--- src/tpw_map.svh ---
// Register offsets, field positions, reset values and widths of the three-phase PWM timing block.
// Assumes inclusion by bare name from the block's package and modules.
`ifndef TPW_MAP_SVH
`define TPW_MAP_SVH

`define TPW_ADDR_W          8
`define TPW_DATA_W          32
`define TPW_ADDR_CONTROL    8'h00
`define TPW_ADDR_STATUS     8'h04
`define TPW_ADDR_HALF       8'h08
`define TPW_ADDR_DEAD       8'h0c
`define TPW_ADDR_DUTY_A     8'h10
`define TPW_ADDR_DUTY_B     8'h14
`define TPW_ADDR_DUTY_C     8'h18
`define TPW_ADDR_OES        8'h1c

`define TPW_CNT_W           16
`define TPW_DEAD_W          10
`define TPW_OES_W           9
`define TPW_CTL_W           16
`define TPW_CHOP_W          8

`define TPW_CTL_DOUBLE      2
`define TPW_CTL_EXTSYNC     3
`define TPW_CTL_CHOP_HI     4
`define TPW_CTL_CHOP_LO     5
`define TPW_CTL_DIV_LSB     8
`define TPW_CTL_DIV_MSB     15

`define TPW_STA_HALF        0
`define TPW_STA_TRIP        1
`define TPW_STA_ARMED       2

`define TPW_OES_HI_BIT(p)   (5 - 2 * (p))
`define TPW_OES_LO_BIT(p)   (4 - 2 * (p))
`define TPW_OES_XOVER(p)    (8 - (p))

`define TPW_RST_CONTROL     16'h0000
`define TPW_RST_HALF        16'h0000
`define TPW_RST_DEAD        10'h000
`define TPW_RST_DUTY        16'h0000
`define TPW_RST_OES         9'h000
`define TPW_PHASES          3

`endif

--- src/tpw_pkg.sv ---
// Types shared by the three-phase PWM timing block.
// Assumes the constants header is available by bare name.
`include "tpw_map.svh"

package tpw_pkg;

  typedef enum logic [1:0] {
    TPW_IDLE,
    TPW_FIRST_HALF,
    TPW_SECOND_HALF
  } tpw_state_t;

  typedef logic [`TPW_CNT_W-1:0]  tpw_count_t;
  typedef logic [`TPW_DEAD_W-1:0] tpw_dead_t;

endpackage : tpw_pkg

--- src/tpw_phase.sv ---
// One inverter leg: duty compare with dead time, crossover, output disable and chopping.
// Assumes a centre-distance count from the period counter, synchronous to pclk.
`timescale 1ns/1ps
`include "tpw_map.svh"

module tpw_phase
  import tpw_pkg::*;
(
  input  wire logic       pclk,
  input  wire logic       presetn,
  input  wire logic       run,
  input  wire tpw_count_t center_dist,
  input  wire tpw_count_t duty,
  input  wire tpw_dead_t  dead,
  input  wire logic       crossover,
  input  wire logic       disable_hi,
  input  wire logic       disable_lo,
  input  wire logic       chop,
  input  wire logic       chop_hi_en,
  input  wire logic       chop_lo_en,
  output logic            high_out,
  output logic            low_out
);

  logic [`TPW_CNT_W:0] dist_plus_dead;
  logic [`TPW_CNT_W:0] duty_plus_dead;
  logic                raw_hi;
  logic                raw_lo;
  logic                steer_hi;
  logic                steer_lo;
  logic                next_hi;
  logic                next_lo;

  // Both switching edges move away from the compare point by the dead time.
  assign dist_plus_dead = {1'b0, center_dist} + {7'h00, dead};
  assign duty_plus_dead = {1'b0, duty} + {7'h00, dead};
  assign raw_hi = run && (dist_plus_dead < {1'b0, duty});
  assign raw_lo = run && ({1'b0, center_dist} >= duty_plus_dead);
  assign steer_hi = crossover ? raw_lo : raw_hi;
  assign steer_lo = crossover ? raw_hi : raw_lo;
  assign next_hi = steer_hi && !disable_hi && (!chop_hi_en || chop);
  assign next_lo = steer_lo && !disable_lo && (!chop_lo_en || chop);

  always_ff @(posedge pclk or negedge presetn) begin
    if (!presetn) begin
      high_out <= 1'b0;
      low_out  <= 1'b0;
    end else begin
      high_out <= next_hi;
      low_out  <= next_lo;
    end
  end

endmodule : tpw_phase

--- src/tpw_top.sv ---
// Three-phase centre-aligned PWM timing block with APB register access.
// Assumes an APB master on pclk, an active-low trip pin and an external sync pin synchronous to pclk.
`timescale 1ns/1ps
`include "tpw_map.svh"

// Notes on behaviour
// - Three complementary centre-aligned dead-time-adjusted pairs.
// - Make sync pulse; optionally use external sync.
// - Steer each channel, enable six outputs individually.
// - Mix chopping signal into outputs when enabled.
// - Trip pin shuts down and resets timing.
// - Core clock; sync and shutdown interrupts.
// - Half-period value counts clocks per half.
// - Half-period register is 16 bits wide.
// - One dead time, twice value in clocks.
// - Dead time up to 0x3ff, two-clock steps.
// - Zero dead time inserts no delay.
// - Control bit 2 selects double update; single default.
// - Single mode: sync starts period, latches values.
// - Enable and steer latched on sync edges.
// - Double mode: mid-period sync latches again.
// - Status bit 0 shows second half.
// - Duty registers hold high-side half-period on time.
// - Outputs active high.
// - Trip low forces outputs off, unclocked.
// - No toggling until period and duties written.
// - Bits 0-5 disable outputs; 8,7,6 swap pairs.
module tpw_top
  import tpw_pkg::*;
(
  input  wire logic                   pclk,
  input  wire logic                   presetn,
  input  wire logic                   psel,
  input  wire logic                   penable,
  input  wire logic                   pwrite,
  input  wire logic [`TPW_ADDR_W-1:0] paddr,
  input  wire logic [`TPW_DATA_W-1:0] pwdata,
  output logic      [`TPW_DATA_W-1:0] prdata,
  output logic                        pready,
  output logic                        pslverr,
  input  wire logic                   shutdown_trip_pin_n,
  input  wire logic                   ext_sync_in,
  output logic                        period_sync_pulse,
  output logic                        sync_irq,
  output logic                        shutdown_irq,
  output logic                        phase_a_high_out,
  output logic                        phase_a_low_out,
  output logic                        phase_b_high_out,
  output logic                        phase_b_low_out,
  output logic                        phase_c_high_out,
  output logic                        phase_c_low_out
);

  logic [`TPW_CTL_W-1:0]  modulator_control;
  tpw_count_t             half_period_count;
  tpw_dead_t              dead_time_count;
  tpw_count_t             duty_shadow [`TPW_PHASES];
  logic [`TPW_OES_W-1:0]  output_enable_steer;
  logic [3:0]             written;
  tpw_count_t             act_half;
  tpw_dead_t              act_dead;
  tpw_count_t             act_duty [`TPW_PHASES];
  logic [`TPW_OES_W-1:0]  act_oes;
  tpw_state_t             state;
  tpw_count_t             cnt;
  logic                   trip_meta;
  logic                   trip_sync;
  logic                   trip_prev;
  logic                   ext_prev;
  logic [`TPW_CHOP_W-1:0] chop_cnt;
  logic                   chop;
  logic                   wr_en;
  logic                   setup;
  logic                   armed;
  logic                   tripped;
  logic                   ext_mode;
  logic                   double_mode;
  logic                   ext_rise;
  logic                   end_of_period;
  logic                   mid_point;
  logic                   period_start;
  logic                   mid_sync;
  logic                   latch_now;
  logic [`TPW_PHASES-1:0] hi_q;
  logic [`TPW_PHASES-1:0] lo_q;
  logic [`TPW_DATA_W:0]   rd_word;

  // Returns the register word at an address, or flags it as unmapped.
  function automatic logic [`TPW_DATA_W:0] read_word(input logic [`TPW_ADDR_W-1:0] a);
    logic [`TPW_DATA_W:0] r;
    r = '0;
    unique case (a)
      `TPW_ADDR_CONTROL: r[`TPW_CTL_W-1:0] = modulator_control;
      `TPW_ADDR_STATUS: begin
        r[`TPW_STA_HALF]  = (state == TPW_SECOND_HALF);
        r[`TPW_STA_TRIP]  = trip_sync;
        r[`TPW_STA_ARMED] = armed;
      end
      `TPW_ADDR_HALF:   r[`TPW_CNT_W-1:0] = half_period_count;
      `TPW_ADDR_DEAD:   r[`TPW_DEAD_W-1:0] = dead_time_count;
      `TPW_ADDR_DUTY_A: r[`TPW_CNT_W-1:0] = duty_shadow[0];
      `TPW_ADDR_DUTY_B: r[`TPW_CNT_W-1:0] = duty_shadow[1];
      `TPW_ADDR_DUTY_C: r[`TPW_CNT_W-1:0] = duty_shadow[2];
      `TPW_ADDR_OES:    r[`TPW_OES_W-1:0] = output_enable_steer;
      default:          r[`TPW_DATA_W] = 1'b1;
    endcase
    return r;
  endfunction : read_word

  // Returns the bus address of one phase's duty register.
  function automatic logic [`TPW_ADDR_W-1:0] duty_addr(input int p);
    logic [`TPW_ADDR_W-1:0] a;
    unique case (p)
      0:       a = `TPW_ADDR_DUTY_A;
      1:       a = `TPW_ADDR_DUTY_B;
      default: a = `TPW_ADDR_DUTY_C;
    endcase
    return a;
  endfunction : duty_addr

  // Read-side decode of the current address.
  always_comb begin
    rd_word = read_word(paddr);
  end

  assign setup = psel && !penable;
  assign wr_en = psel && penable && pready && pwrite;
  assign armed = &written;
  assign tripped = !trip_sync;
  assign ext_mode = modulator_control[`TPW_CTL_EXTSYNC];
  assign double_mode = modulator_control[`TPW_CTL_DOUBLE];
  assign ext_rise = ext_sync_in && !ext_prev;
  assign end_of_period = (state == TPW_SECOND_HALF) && (cnt >= act_half - 16'h0001);
  assign mid_point = (state == TPW_FIRST_HALF) && (cnt == '0);
  // The period starts on the internal wrap, or on the external pin when it is selected.
  assign period_start = armed && !tripped &&
                        (ext_mode ? (ext_rise && state != TPW_FIRST_HALF)
                                  : (end_of_period || state == TPW_IDLE));
  assign mid_sync = mid_point && double_mode;
  assign latch_now = period_start || mid_sync;

  // APB slave: the answer comes in the first access cycle.
  always_ff @(posedge pclk or negedge presetn) begin
    if (!presetn) begin
      pready  <= 1'b0;
      pslverr <= 1'b0;
      prdata  <= '0;
    end else begin
      pready  <= setup;
      if (setup) begin
        pslverr <= rd_word[`TPW_DATA_W];
        prdata  <= pwrite ? '0 : rd_word[`TPW_DATA_W-1:0];
      end else begin
        pslverr <= 1'b0;
        prdata  <= '0;
      end
    end
  end

  // Software-visible shadow registers, one process per register.
  always_ff @(posedge pclk or negedge presetn) begin
    if (!presetn) begin
      modulator_control <= `TPW_RST_CONTROL;
    end else if (wr_en && paddr == `TPW_ADDR_CONTROL) begin
      modulator_control <= pwdata[`TPW_CTL_W-1:0];
    end
  end

  always_ff @(posedge pclk or negedge presetn) begin
    if (!presetn) begin
      half_period_count <= `TPW_RST_HALF;
    end else if (wr_en && paddr == `TPW_ADDR_HALF) begin
      half_period_count <= pwdata[`TPW_CNT_W-1:0];
    end
  end

  always_ff @(posedge pclk or negedge presetn) begin
    if (!presetn) begin
      dead_time_count <= `TPW_RST_DEAD;
    end else if (wr_en && paddr == `TPW_ADDR_DEAD) begin
      dead_time_count <= pwdata[`TPW_DEAD_W-1:0];
    end
  end

  always_ff @(posedge pclk or negedge presetn) begin
    if (!presetn) begin
      output_enable_steer <= `TPW_RST_OES;
    end else if (wr_en && paddr == `TPW_ADDR_OES) begin
      output_enable_steer <= pwdata[`TPW_OES_W-1:0];
    end
  end

  // One duty shadow per phase.
  for (genvar p = 0; p < `TPW_PHASES; p++) begin : g_duty
    always_ff @(posedge pclk or negedge presetn) begin
      if (!presetn) begin
        duty_shadow[p] <= `TPW_RST_DUTY;
      end else if (wr_en && paddr == duty_addr(p)) begin
        duty_shadow[p] <= pwdata[`TPW_CNT_W-1:0];
      end
    end
  end

  // Remembers which of the registers that arm the timer have been written since reset.
  always_ff @(posedge pclk or negedge presetn) begin
    if (!presetn) begin
      written <= '0;
    end else if (wr_en) begin
      written[0] <= written[0] || (paddr == `TPW_ADDR_HALF);
      for (int p = 0; p < `TPW_PHASES; p++) begin
        written[p + 1] <= written[p + 1] || (paddr == duty_addr(p));
      end
    end
  end

  // Active copies used by the timing unit change only on the latching sync edges.
  always_ff @(posedge pclk or negedge presetn) begin
    if (!presetn) begin
      act_half <= `TPW_RST_HALF;
      act_dead <= `TPW_RST_DEAD;
      act_duty <= '{default: `TPW_RST_DUTY};
      act_oes  <= `TPW_RST_OES;
    end else if (latch_now) begin
      act_half <= half_period_count;
      act_dead <= dead_time_count;
      act_duty <= duty_shadow;
      act_oes  <= output_enable_steer;
    end
  end

  // Trip pin synchroniser and its edge history.
  always_ff @(posedge pclk or negedge presetn) begin
    if (!presetn) begin
      trip_meta <= 1'b1;
      trip_sync <= 1'b1;
      trip_prev <= 1'b1;
    end else begin
      trip_meta <= shutdown_trip_pin_n;
      trip_sync <= trip_meta;
      trip_prev <= trip_sync;
    end
  end

  // External sync pin history for edge detection.
  always_ff @(posedge pclk or negedge presetn) begin
    if (!presetn) begin
      ext_prev <= 1'b0;
    end else begin
      ext_prev <= ext_sync_in;
    end
  end

  // Up/down period counter: counts down to the centre, then back up.
  always_ff @(posedge pclk or negedge presetn) begin
    if (!presetn) begin
      state <= TPW_IDLE;
      cnt   <= '0;
    end else if (tripped || !armed) begin
      state <= TPW_IDLE;
      cnt   <= '0;
    end else if (period_start) begin
      state <= TPW_FIRST_HALF;
      cnt   <= half_period_count - 16'h0001;
    end else begin
      unique case (state)
        TPW_IDLE: cnt <= '0;
        TPW_FIRST_HALF: begin
          if (mid_point) begin
            state <= TPW_SECOND_HALF;
          end else begin
            cnt <= cnt - 16'h0001;
          end
        end
        TPW_SECOND_HALF: begin
          if (!end_of_period) begin
            cnt <= cnt + 16'h0001;
          end
        end
      endcase
    end
  end

  // Sync pulse toward the pin.
  always_ff @(posedge pclk or negedge presetn) begin
    if (!presetn) begin
      period_sync_pulse <= 1'b0;
    end else begin
      period_sync_pulse <= latch_now;
    end
  end

  // Interrupt on every latching sync event.
  always_ff @(posedge pclk or negedge presetn) begin
    if (!presetn) begin
      sync_irq <= 1'b0;
    end else begin
      sync_irq <= latch_now;
    end
  end

  // Interrupt on the synced falling edge of the trip pin.
  always_ff @(posedge pclk or negedge presetn) begin
    if (!presetn) begin
      shutdown_irq <= 1'b0;
    end else begin
      shutdown_irq <= trip_prev && !trip_sync;
    end
  end

  // Chopping carrier divided from the core clock.
  always_ff @(posedge pclk or negedge presetn) begin
    if (!presetn) begin
      chop_cnt <= '0;
      chop     <= 1'b0;
    end else if (chop_cnt >= modulator_control[`TPW_CTL_DIV_MSB:`TPW_CTL_DIV_LSB]) begin
      chop_cnt <= '0;
      chop     <= !chop;
    end else begin
      chop_cnt <= chop_cnt + 8'h01;
    end
  end

  // One leg per phase.
  for (genvar p = 0; p < `TPW_PHASES; p++) begin : g_leg
    tpw_phase u_leg (
      .pclk        (pclk),
      .presetn     (presetn),
      .run         (state != TPW_IDLE),
      .center_dist (cnt),
      .duty        (act_duty[p]),
      .dead        (act_dead),
      .crossover   (act_oes[`TPW_OES_XOVER(p)]),
      .disable_hi  (act_oes[`TPW_OES_HI_BIT(p)]),
      .disable_lo  (act_oes[`TPW_OES_LO_BIT(p)]),
      .chop        (chop),
      .chop_hi_en  (modulator_control[`TPW_CTL_CHOP_HI]),
      .chop_lo_en  (modulator_control[`TPW_CTL_CHOP_LO]),
      .high_out    (hi_q[p]),
      .low_out     (lo_q[p])
    );
  end

  // The trip pin gates the registered outputs directly so loss of clock cannot hold them on.
  assign phase_a_high_out = hi_q[0] && shutdown_trip_pin_n;
  assign phase_a_low_out  = lo_q[0] && shutdown_trip_pin_n;
  assign phase_b_high_out = hi_q[1] && shutdown_trip_pin_n;
  assign phase_b_low_out  = lo_q[1] && shutdown_trip_pin_n;
  assign phase_c_high_out = hi_q[2] && shutdown_trip_pin_n;
  assign phase_c_low_out  = lo_q[2] && shutdown_trip_pin_n;

endmodule : tpw_top

--- config.mk ---
export PLATFORM = sky130hd
export DESIGN_NAME = tpw_top
export DESIGN_NICKNAME = d
export VERILOG_FILES = /design/src/tpw_pkg.sv /design/src/tpw_phase.sv /design/src/tpw_top.sv
export VERILOG_INCLUDE_DIRS = /design/src
export SDC_FILE = /design/constraint.sdc
export NUM_CORES = 1
export LEC_CHECK = 0
export BUFFER_PORTS_ARGS = -buffer_cell sky130_fd_sc_hd__buf_4
export CELL_PAD_IN_SITES_DETAIL_PLACEMENT = 1
export CELL_PAD_IN_SITES_GLOBAL_PLACEMENT = 1
export CORE_MARGIN = 2
export CORE_UTILIZATION = 50
export CTS_CLUSTER_DIAMETER = 30
export CTS_CLUSTER_SIZE = 10
export DETAILED_ROUTE_END_ITERATION = 6
export PLACE_DENSITY = 0.85
export SYNTH_ARGS = -nofsm -noshare
export SYNTH_HDL_FRONTEND = slang
export SYNTH_SLANG_ARGS = --single-unit
--- constraint.sdc ---
create_clock -name pclk -period 4.8 [get_ports pclk]
set_input_delay 0.96 -clock pclk [delete_from_list [all_inputs] [get_ports pclk]]
set_output_delay 0.96 -clock pclk [all_outputs]
set_load 0.1 [all_outputs]
==> results_dict.tcl, run 1 <==
set metrics [dict create \
    outcome "finished with violations" \
    violations "negative setup slack" \
    synthSimpleGateAreaFrac_pct 9.50 \
    synthAdderAreaFrac_pct 14.6 \
    grt_pass1_wl_mm 89.7 \
    crit_chain "ha_1, a21o_1, a21oi_1, o21ba_2, o21ai_1, a211oi_1, buf_4, o21ai_0, nand4_1, xnor2_1, ha_1, a21boi_0, o21ai_0, a21oi_1, o21ai_0, nand4_1, a31oi_1, o211ai_1, o21ai_0" \
    synth_top_family_by_area "adder cells" \
    die_area_mm2 0.0332 \
    clk_pin_slew_worst_paths_ns 0.05 \
    fmax_mhz 204 \
    port-buffer-count 57 \
    cp-end-kind "flip-flop" \
    arrival_ns 5.26 \
    die_h_um 182 \
    cts_max_level 2 \
    die_x_um 182 \
    regToRegEndpoint "g_leg[2].u_leg.low_out" \
    setup_ws_ns -0.0901 \
    tightest_slew_ns 1.17 \
    wl_per_cell_um 28.9 \
    cts.root.buffer_cell "clkbuf_16" \
    drv_cap 0 \
    synth_mux_area_share_pct 14.3 \
    route.detailed.drc 0 \
    core_mm2 0.0314 \
    n_antenna_cell 0 \
    post-route-period-util_pct 102 \
    cts_tree "done" \
    hp-class "flip-flop to flip-flop" \
    slew_headroom_pct 22.0 \
    utilization_pct 59.1 \
    synth_xor_area_share_pct 5.47 \
    tns_ns -0.111 \
    syn_avg_cell_area_um2 10.9 \
    r2r_start "act_dead[1]" \
    ys_warn_count 0 \
    hold_viol_final 0 \
    gr-total-overflow 0 \
    p_leak_nw 9.30 \
    crit_path_max_incr_delay_ns 0.47 \
    numCtsBuffers 44 \
    synth_compound_area_share_pct 13.8 \
    postLayoutCellArea_mm2 0.0185 \
    syn2layout_area_growth_pct 16.9 \
    start_util_pct 50.5 \
    drtIter0Drc 1133 \
    rrSetupSlack_ns -0.09 \
    gp_congestion 0.913 \
    clockBufferDepth 3 \
    rows 65 \
    dpl.hpwl_mm 38.2 \
    place_area_mm2 0.0169 \
    startpoint_type "flip-flop" \
    vias 13200 \
    crit_fanout 5 \
    synthCells 1459 \
    holdWs_ns 0.359 \
    viasPerCell 6.58 \
    synth_area_mm2 0.0159 \
    final_nets 1802 \
    layout-drive-gt1-share_pct 23.4 \
    criticalPathCategory "flip-flop to flip-flop" \
    antenna_found_initial 0 \
    wl_mm 58.1 \
    place_ws_ns 0.140 \
    grt_usage_pct 35.6 \
    synth.ff_latch_count 243 \
    num-fill-cells 3218 \
    ys_types 68 \
    path_common_cell "o21ai_0" \
    ant_nets 0 \
    synth_edf_count 0 \
    reg2regPathDepth 19 \
    ir_worst_vdd_mv 0.446 \
    setup_viol 2 \
    min_from "trip_meta" \
    ios 90 \
    async_flop_share_pct 100 \
    fin_skew_ns 0.0294 \
    maxSlewViolCount 0 \
    ys.flop_type "dfrtp_1" \
    grt_start_max_net_pins 113 \
    dr.pass1.iters 6 \
    powerDensity_mw_per_mm2 306 \
    whs_path_depth 0 \
    clock-sinks 243 \
    whs_endpoint "trip_sync" \
    seq_area_frac_synth_pct 38.4 \
    layout_min_cycle_time_ns 4.89 \
    slowest_stage "o21ai_0" \
    clk_latency_ns 0.56 \
    crit_required_ns 5.17 \
    grt_pass1_vias 14800 \
]
-- registers in the layout (all words and copies together), names as in the netlist, 10 cells and up --
register / count
act_dead: 10
act_duty: 48
act_half: 16
cnt: 16
dead_time_count: 10
duty_shadow: 48
half_period_count: 16
modulator_control: 16
prdata: 16
-- cell families after synthesis --
| kind of cell | Yosys count |
|---|---|
| muxes | 182 |
| and+or+nand+nor | 301 |
| AOI/OAI and AO/OA | 315 |
| DFF | 243 |
| xor gates and xnor gates | 99 |
| buffers and inverters | 136 |
| adders and majority gates | 182 |
| other | 1 |
-- worst max-delay path, delay by kind of cell, from the launching register on --
family                   cells  cell delay (ns)
AO/OA/AOI/OAI               13             2.74
XOR/XNOR                     1             0.21
adder cells (fa/ha/maj)      2             0.74
buffers and inverters        1             0.18
flip-flops                   1             0.46
AND/OR/NAND/NOR              2             0.37
-- cells in the mapped netlist (10+ instances only) --
library cell	instances	share of area (%)
a21o_1	41	1.9
nand2b_1	20	0.79
a211oi_1	24	1.1
a22oi_1	31	1.5
a21oi_1	69	2.2
nor2b_1	16	0.63
and2_1	10	0.39
xor2_1	30	1.7
ha_1	177	14
dfrtp_1	240	38
a311oi_1	10	0.55
nand3_1	33	1.0
inv_1	89	2.1
nor2_1	69	1.6
xnor2_1	69	3.8
a31oi_1	14	0.55
nor3_1	22	0.69
o21a_1	13	0.62
o21ai_0	37	1.2
mux2_2	123	8.7
nand2_1	67	1.6
a222oi_1	12	0.76
nand4_1	17	0.67
buf_4	17	0.80
clkbuf_1	17	0.40
mux2_4	57	5.4
o21bai_1	10	0.47
-- placed cells by master (no fill, tap or decap), types with 17 or more instances in the layout --
master / synthesis / routed
clkbuf_16: 0 / 44
o21ai_0: 37 / 36
dfrtp_1: 240 / 240
xnor2_1: 69 / 68
buf_4: 17 / 98
mux2_4: 57 / 57
xor2_1: 30 / 30
a21oi_1: 69 / 69
nor2_1: 69 / 69
nand2_1: 67 / 67
ha_1: 177 / 177
a21o_1: 41 / 41
nand4_1: 17 / 17
a22oi_1: 31 / 31
nand2b_1: 20 / 20
a211oi_1: 24 / 21
nor3_1: 22 / 21
mux2_2: 123 / 123
nand3_1: 33 / 33
inv_1: 89 / 89
-- how the worst max path moves through the flow --
stage,slack (ns),from,end,cells after the start
6_report,-0.09,act_dead[1],g_leg[2].u_leg.low_out,19
5_1_grt,-0.04,act_dead[1],g_leg[2].u_leg.low_out,19
4_1_cts,0.03,act_dead[1],g_leg[2].u_leg.low_out,19
3_5_place_dp,0.14,cnt[1],g_leg[1].u_leg.high_out,15
3_3_place_gp,0.46,cnt[1],g_leg[0].u_leg.high_out,17
2_1_floorplan,0.74,act_half[0],act_dead[9],16
-- cell type report --
| type | instances | area [um2] | area share [%] |
|---|---|---|---|
| Tap cell | 402 | 503 | 2.71 |
| Inverter | 89 | 334 | 1.80 |
| Clock inverter | 26 | 420 | 2.27 |
| Timing Repair Buffer | 100 | 771 | 4.16 |
| Multi-Input combinational cell | 1095 | 9260 | 49.9 |
| Sequential cell | 243 | 6080 | 32.8 |
| Clock buffer | 52 | 1170 | 6.32 |
-- routing by layer --
layer  routed length (um)  vias to the layer above  global-route usage [%]  part of all wire (%)
met2                28100                      714                    60.8                    48
met1                22000                     6667                    42.1                    38
met5                    0                        -                       0                     0
met4                 3530                        0                    20.2                   6.1
li1                     -                     5578                       -                     -
met3                 4380                      251                    6.98                   7.5
-- power by group --
group	switching (mW)	total, mW	internal, mW
Clock	1.17	3.41	2.24
Sequential	0.0160	2.08	2.06
Combinational	0.146	0.179	0.0337
Total	1.33	5.66	4.34
-- what timing repair did --
item,CTS,global route
gates resized for setup,2,6
pin swaps,0,1
gates cloned,0,0
hold buffers,0,0
buffers inserted,0,1
hold endpoints to repair,0,0
endpoints found under the setup margin,2,6
-- metrics by stage --
stage / total power, mW / cells
floorplan: 2.20 / 1474
global placement: 2.28 / 1928
detailed placement: 2.29 / 1928
CTS: 5.67 / 2006
global route: 5.78 / 2007
finish: 5.66 / 2007
No activity file was read; power rests on OpenSTA's default activity.
==> inputs of run 2 (changes only) <==
--- a/config.mk
+++ b/config.mk
@@ -9,6 +9,7 @@
 export BUFFER_PORTS_ARGS = -buffer_cell sky130_fd_sc_hd__buf_4
 export CELL_PAD_IN_SITES_DETAIL_PLACEMENT = 1
 export CELL_PAD_IN_SITES_GLOBAL_PLACEMENT = 1
+export CORE_ASPECT_RATIO = 2
 export CORE_MARGIN = 2
 export CORE_UTILIZATION = 50
 export CTS_CLUSTER_DIAMETER = 30
==> run 2 against run 1 <==
  * Clock power shrank 22%
  * Maximum frequency grew 0.73%
  * Worst hold slack gained 0.049 ns
  * Count of clock-buffer cells in the layout shrank 2
  * Core utilization shrank 0.59 points
  * Setup slack gained 0.035 ns
  * Design area shrank 0.90%
  * Non-clock buffer count grew 12
  * Sequential share of layout area grew 0.30 points
  * First-iteration DRC count shrank 15%
  * The flow still finishes with violations (negative setup slack)
  * Via count grew 2.1%
==> results_dict.tcl, run 2 (synthesized netlist as in run 1, its figures left out) <==
set metrics [dict create \
    hp-class "flip-flop to flip-flop" \
    gp_congestion 0.922 \
    powerDensity_mw_per_mm2 267 \
    reg2regPathDepth 20 \
    wl_mm 62.1 \
    die_area_mm2 0.0333 \
    post-route-period-util_pct 101 \
    cts_max_level 2 \
    drtIter0Drc 964 \
    dr.pass1.iters 5 \
    antenna_found_initial 1 \
    criticalPathCategory "flip-flop to flip-flop" \
    instances_no_fill 2026 \
    num-fill-cells 3187 \
    cts.root.buffer_cell "clkbuf_16" \
    clk_latency_ns 0.58 \
    layout-drive-gt1-share_pct 23.5 \
    seqCellArea_mm2 0.00608 \
    grt_pass1_vias 15300 \
    die_h_um 256 \
    grt_pass1_wl_mm 93.6 \
    numCtsBuffers 38 \
    multi_input_area_mm2 0.00931 \
    gr-total-overflow 0 \
    cp-end-kind "flip-flop" \
    whs_endpoint "trip_prev" \
    outcome "finished with violations" \
    ios 90 \
    fmax_mhz 206 \
    start_util_pct 50.5 \
    regToRegEndpoint "g_leg[2].u_leg.high_out" \
    p_leak_nw 9.20 \
    clockBufferDepth 3 \
    layout_min_cycle_time_ns 4.85 \
    top_regs "act_duty x48, duty_shadow x48" \
    maxSlewViolCount 0 \
    grt_usage_pct 37.9 \
    layout_common_cells "dfrtp_1 (240), ha_1 (177), mux2_2 (123), buf_4 (103), inv_1 (89)" \
    wl_per_cell_um 30.6 \
    ir_worst_vdd_mv 0.353 \
    syn2layout_area_growth_pct 15.8 \
    power_mw 4.91 \
    dpl.hpwl_mm 41.9 \
    fin_skew_ns 0.0545 \
    ant_nets 0 \
    min_from "trip_sync" \
    tightest_slew_ns 1.26 \
    route.detailed.drc 0 \
    viasPerCell 6.66 \
    startpoint_type "flip-flop" \
    placed_cells 1961 \
    hold_viol_final 0 \
    setup_ws_ns -0.0547 \
    crit_required_ns 5.17 \
    layout_commonest_cell "dfrtp_1" \
    clock-sinks 243 \
    cts_tree "done" \
    violations "negative setup slack" \
    die_x_um 130 \
    final_nets 1808 \
    whs_path_depth 0 \
    arrival_ns 5.22 \
    drv_cap 0 \
    grt_start_max_net_pins 113 \
    r2r_start "act_dead[2]" \
    rrSetupSlack_ns -0.05 \
    clk_pin_slew_worst_paths_ns 0.06 \
    core_mm2 0.0314 \
    slew_headroom_pct 15.6 \
    holdWs_ns 0.407 \
    vias 13500 \
    port-buffer-count 57 \
    rows 92 \
    tns_ns -0.0922 \
    crit_fanout 5 \
    setup_viol 4 \
]
[run 2: changes by cell type in the layout (fill, tap and decap cells not counted), moves of 2 or more]
cell       change
buf_12         +6
o21ai_0        -2
buf_4          +5
clkinv_2       -4
clkbuf_16      -6
o21ai_2        +2
a2111oi_0      -2
clkbuf_1       +5
bufinv_16      -8
inv_6          -2
[run 2: worst max-delay path by stage]
stage	from	slack (ns)	depth (start not counted)	to
global route	act_dead[0]	-0.08	15	g_leg[1].u_leg.high_out
finish	act_dead[2]	-0.05	20	g_leg[2].u_leg.high_out
detailed placement	act_dead[0]	-0.05	17	g_leg[1].u_leg.low_out
floorplan	act_half[0]	0.74	16	act_dead[9]
global placement	act_dead[1]	0.17	19	g_leg[1].u_leg.high_out
CTS	act_dead[1]	0.0003	19	g_leg[1].u_leg.high_out
[run 2: area by class of cell]
| cell class | instances | share of cell area (%) |
|---|---|---|
| multi-input combinational | 1095 | 50.6 |
| antenna | 1 | 0.0136 |
| clock inverter | 13 | 0.824 |
| sequential | 243 | 33.1 |
| timing repair buffer | 112 | 5.11 |
| inverter | 89 | 1.82 |
| clock buffer | 50 | 5.58 |
| tap | 423 | 2.88 |
[run 2: report_power, final]
| group | total (mW) | switching [mW] | internal [mW] |
|---|---|---|---|
| Sequential | 2.08 | 0.0138 | 2.06 |
| Clock | 2.65 | 1.09 | 1.57 |
| Combinational | 0.180 | 0.146 | 0.0339 |
| Total | 4.91 | 1.25 | 3.67 |
[run 2: per-layer routing]
| layer | GRT usage, % | wire length (um) | vias up | share of wire [%] |
|---|---|---|---|---|
| met2 | 65.8 | 31900 | 791 | 51 |
| met5 | 0 | 0 | - | 0 |
| met4 | 34.2 | 6760 | 0 | 11 |
| met3 | 5.33 | 3660 | 379 | 5.9 |
| met1 | 38.2 | 19700 | 6735 | 32 |
| li1 | - | - | 5585 | - |
[run 2: repair_timing]
action | in CTS | in global routing
resized for setup | 7 | 15
hold buffers | 0 | 0
pin swaps | 0 | 1
hold endpoints to repair | 0 | 0
buffers inserted | 0 | 1
setup endpoints to repair | 5 | 67
[run 2: per-stage QoR]
step | util (%) | instance area (um2) | setup slack, ns
2_1_floorplan | - | 15900 | 0.744
3_3_place_gp | 54.4 | 17100 | 0.166
3_5_place_dp | 54.4 | 17100 | -0.0527
4_1_cts | 58.2 | 18300 | 0.000291
5_1_grt | 58.5 | 18400 | -0.0834
6_report | 58.5 | 18400 | -0.0547
[run 2: worst max-delay path: stages (launching register included)]
cell and delay, ns:
dfrtp_1 0.46, ha_1 0.40, a21oi_1 0.14, o21ba_2 0.27
o21ai_2 0.26, a211oi_1 0.12, buf_4 0.19, o21ai_2 0.22
nand4_1 0.18, xnor2_1 0.21, ha_1 0.29, buf_12 0.15
a21boi_0 0.24, o21ai_0 0.15, a21oi_1 0.34, o21ai_0 0.18
buf_4 0.19, nand4_1 0.11, a31oi_1 0.15, o2111ai_1 0.17
o21ai_0 0.21
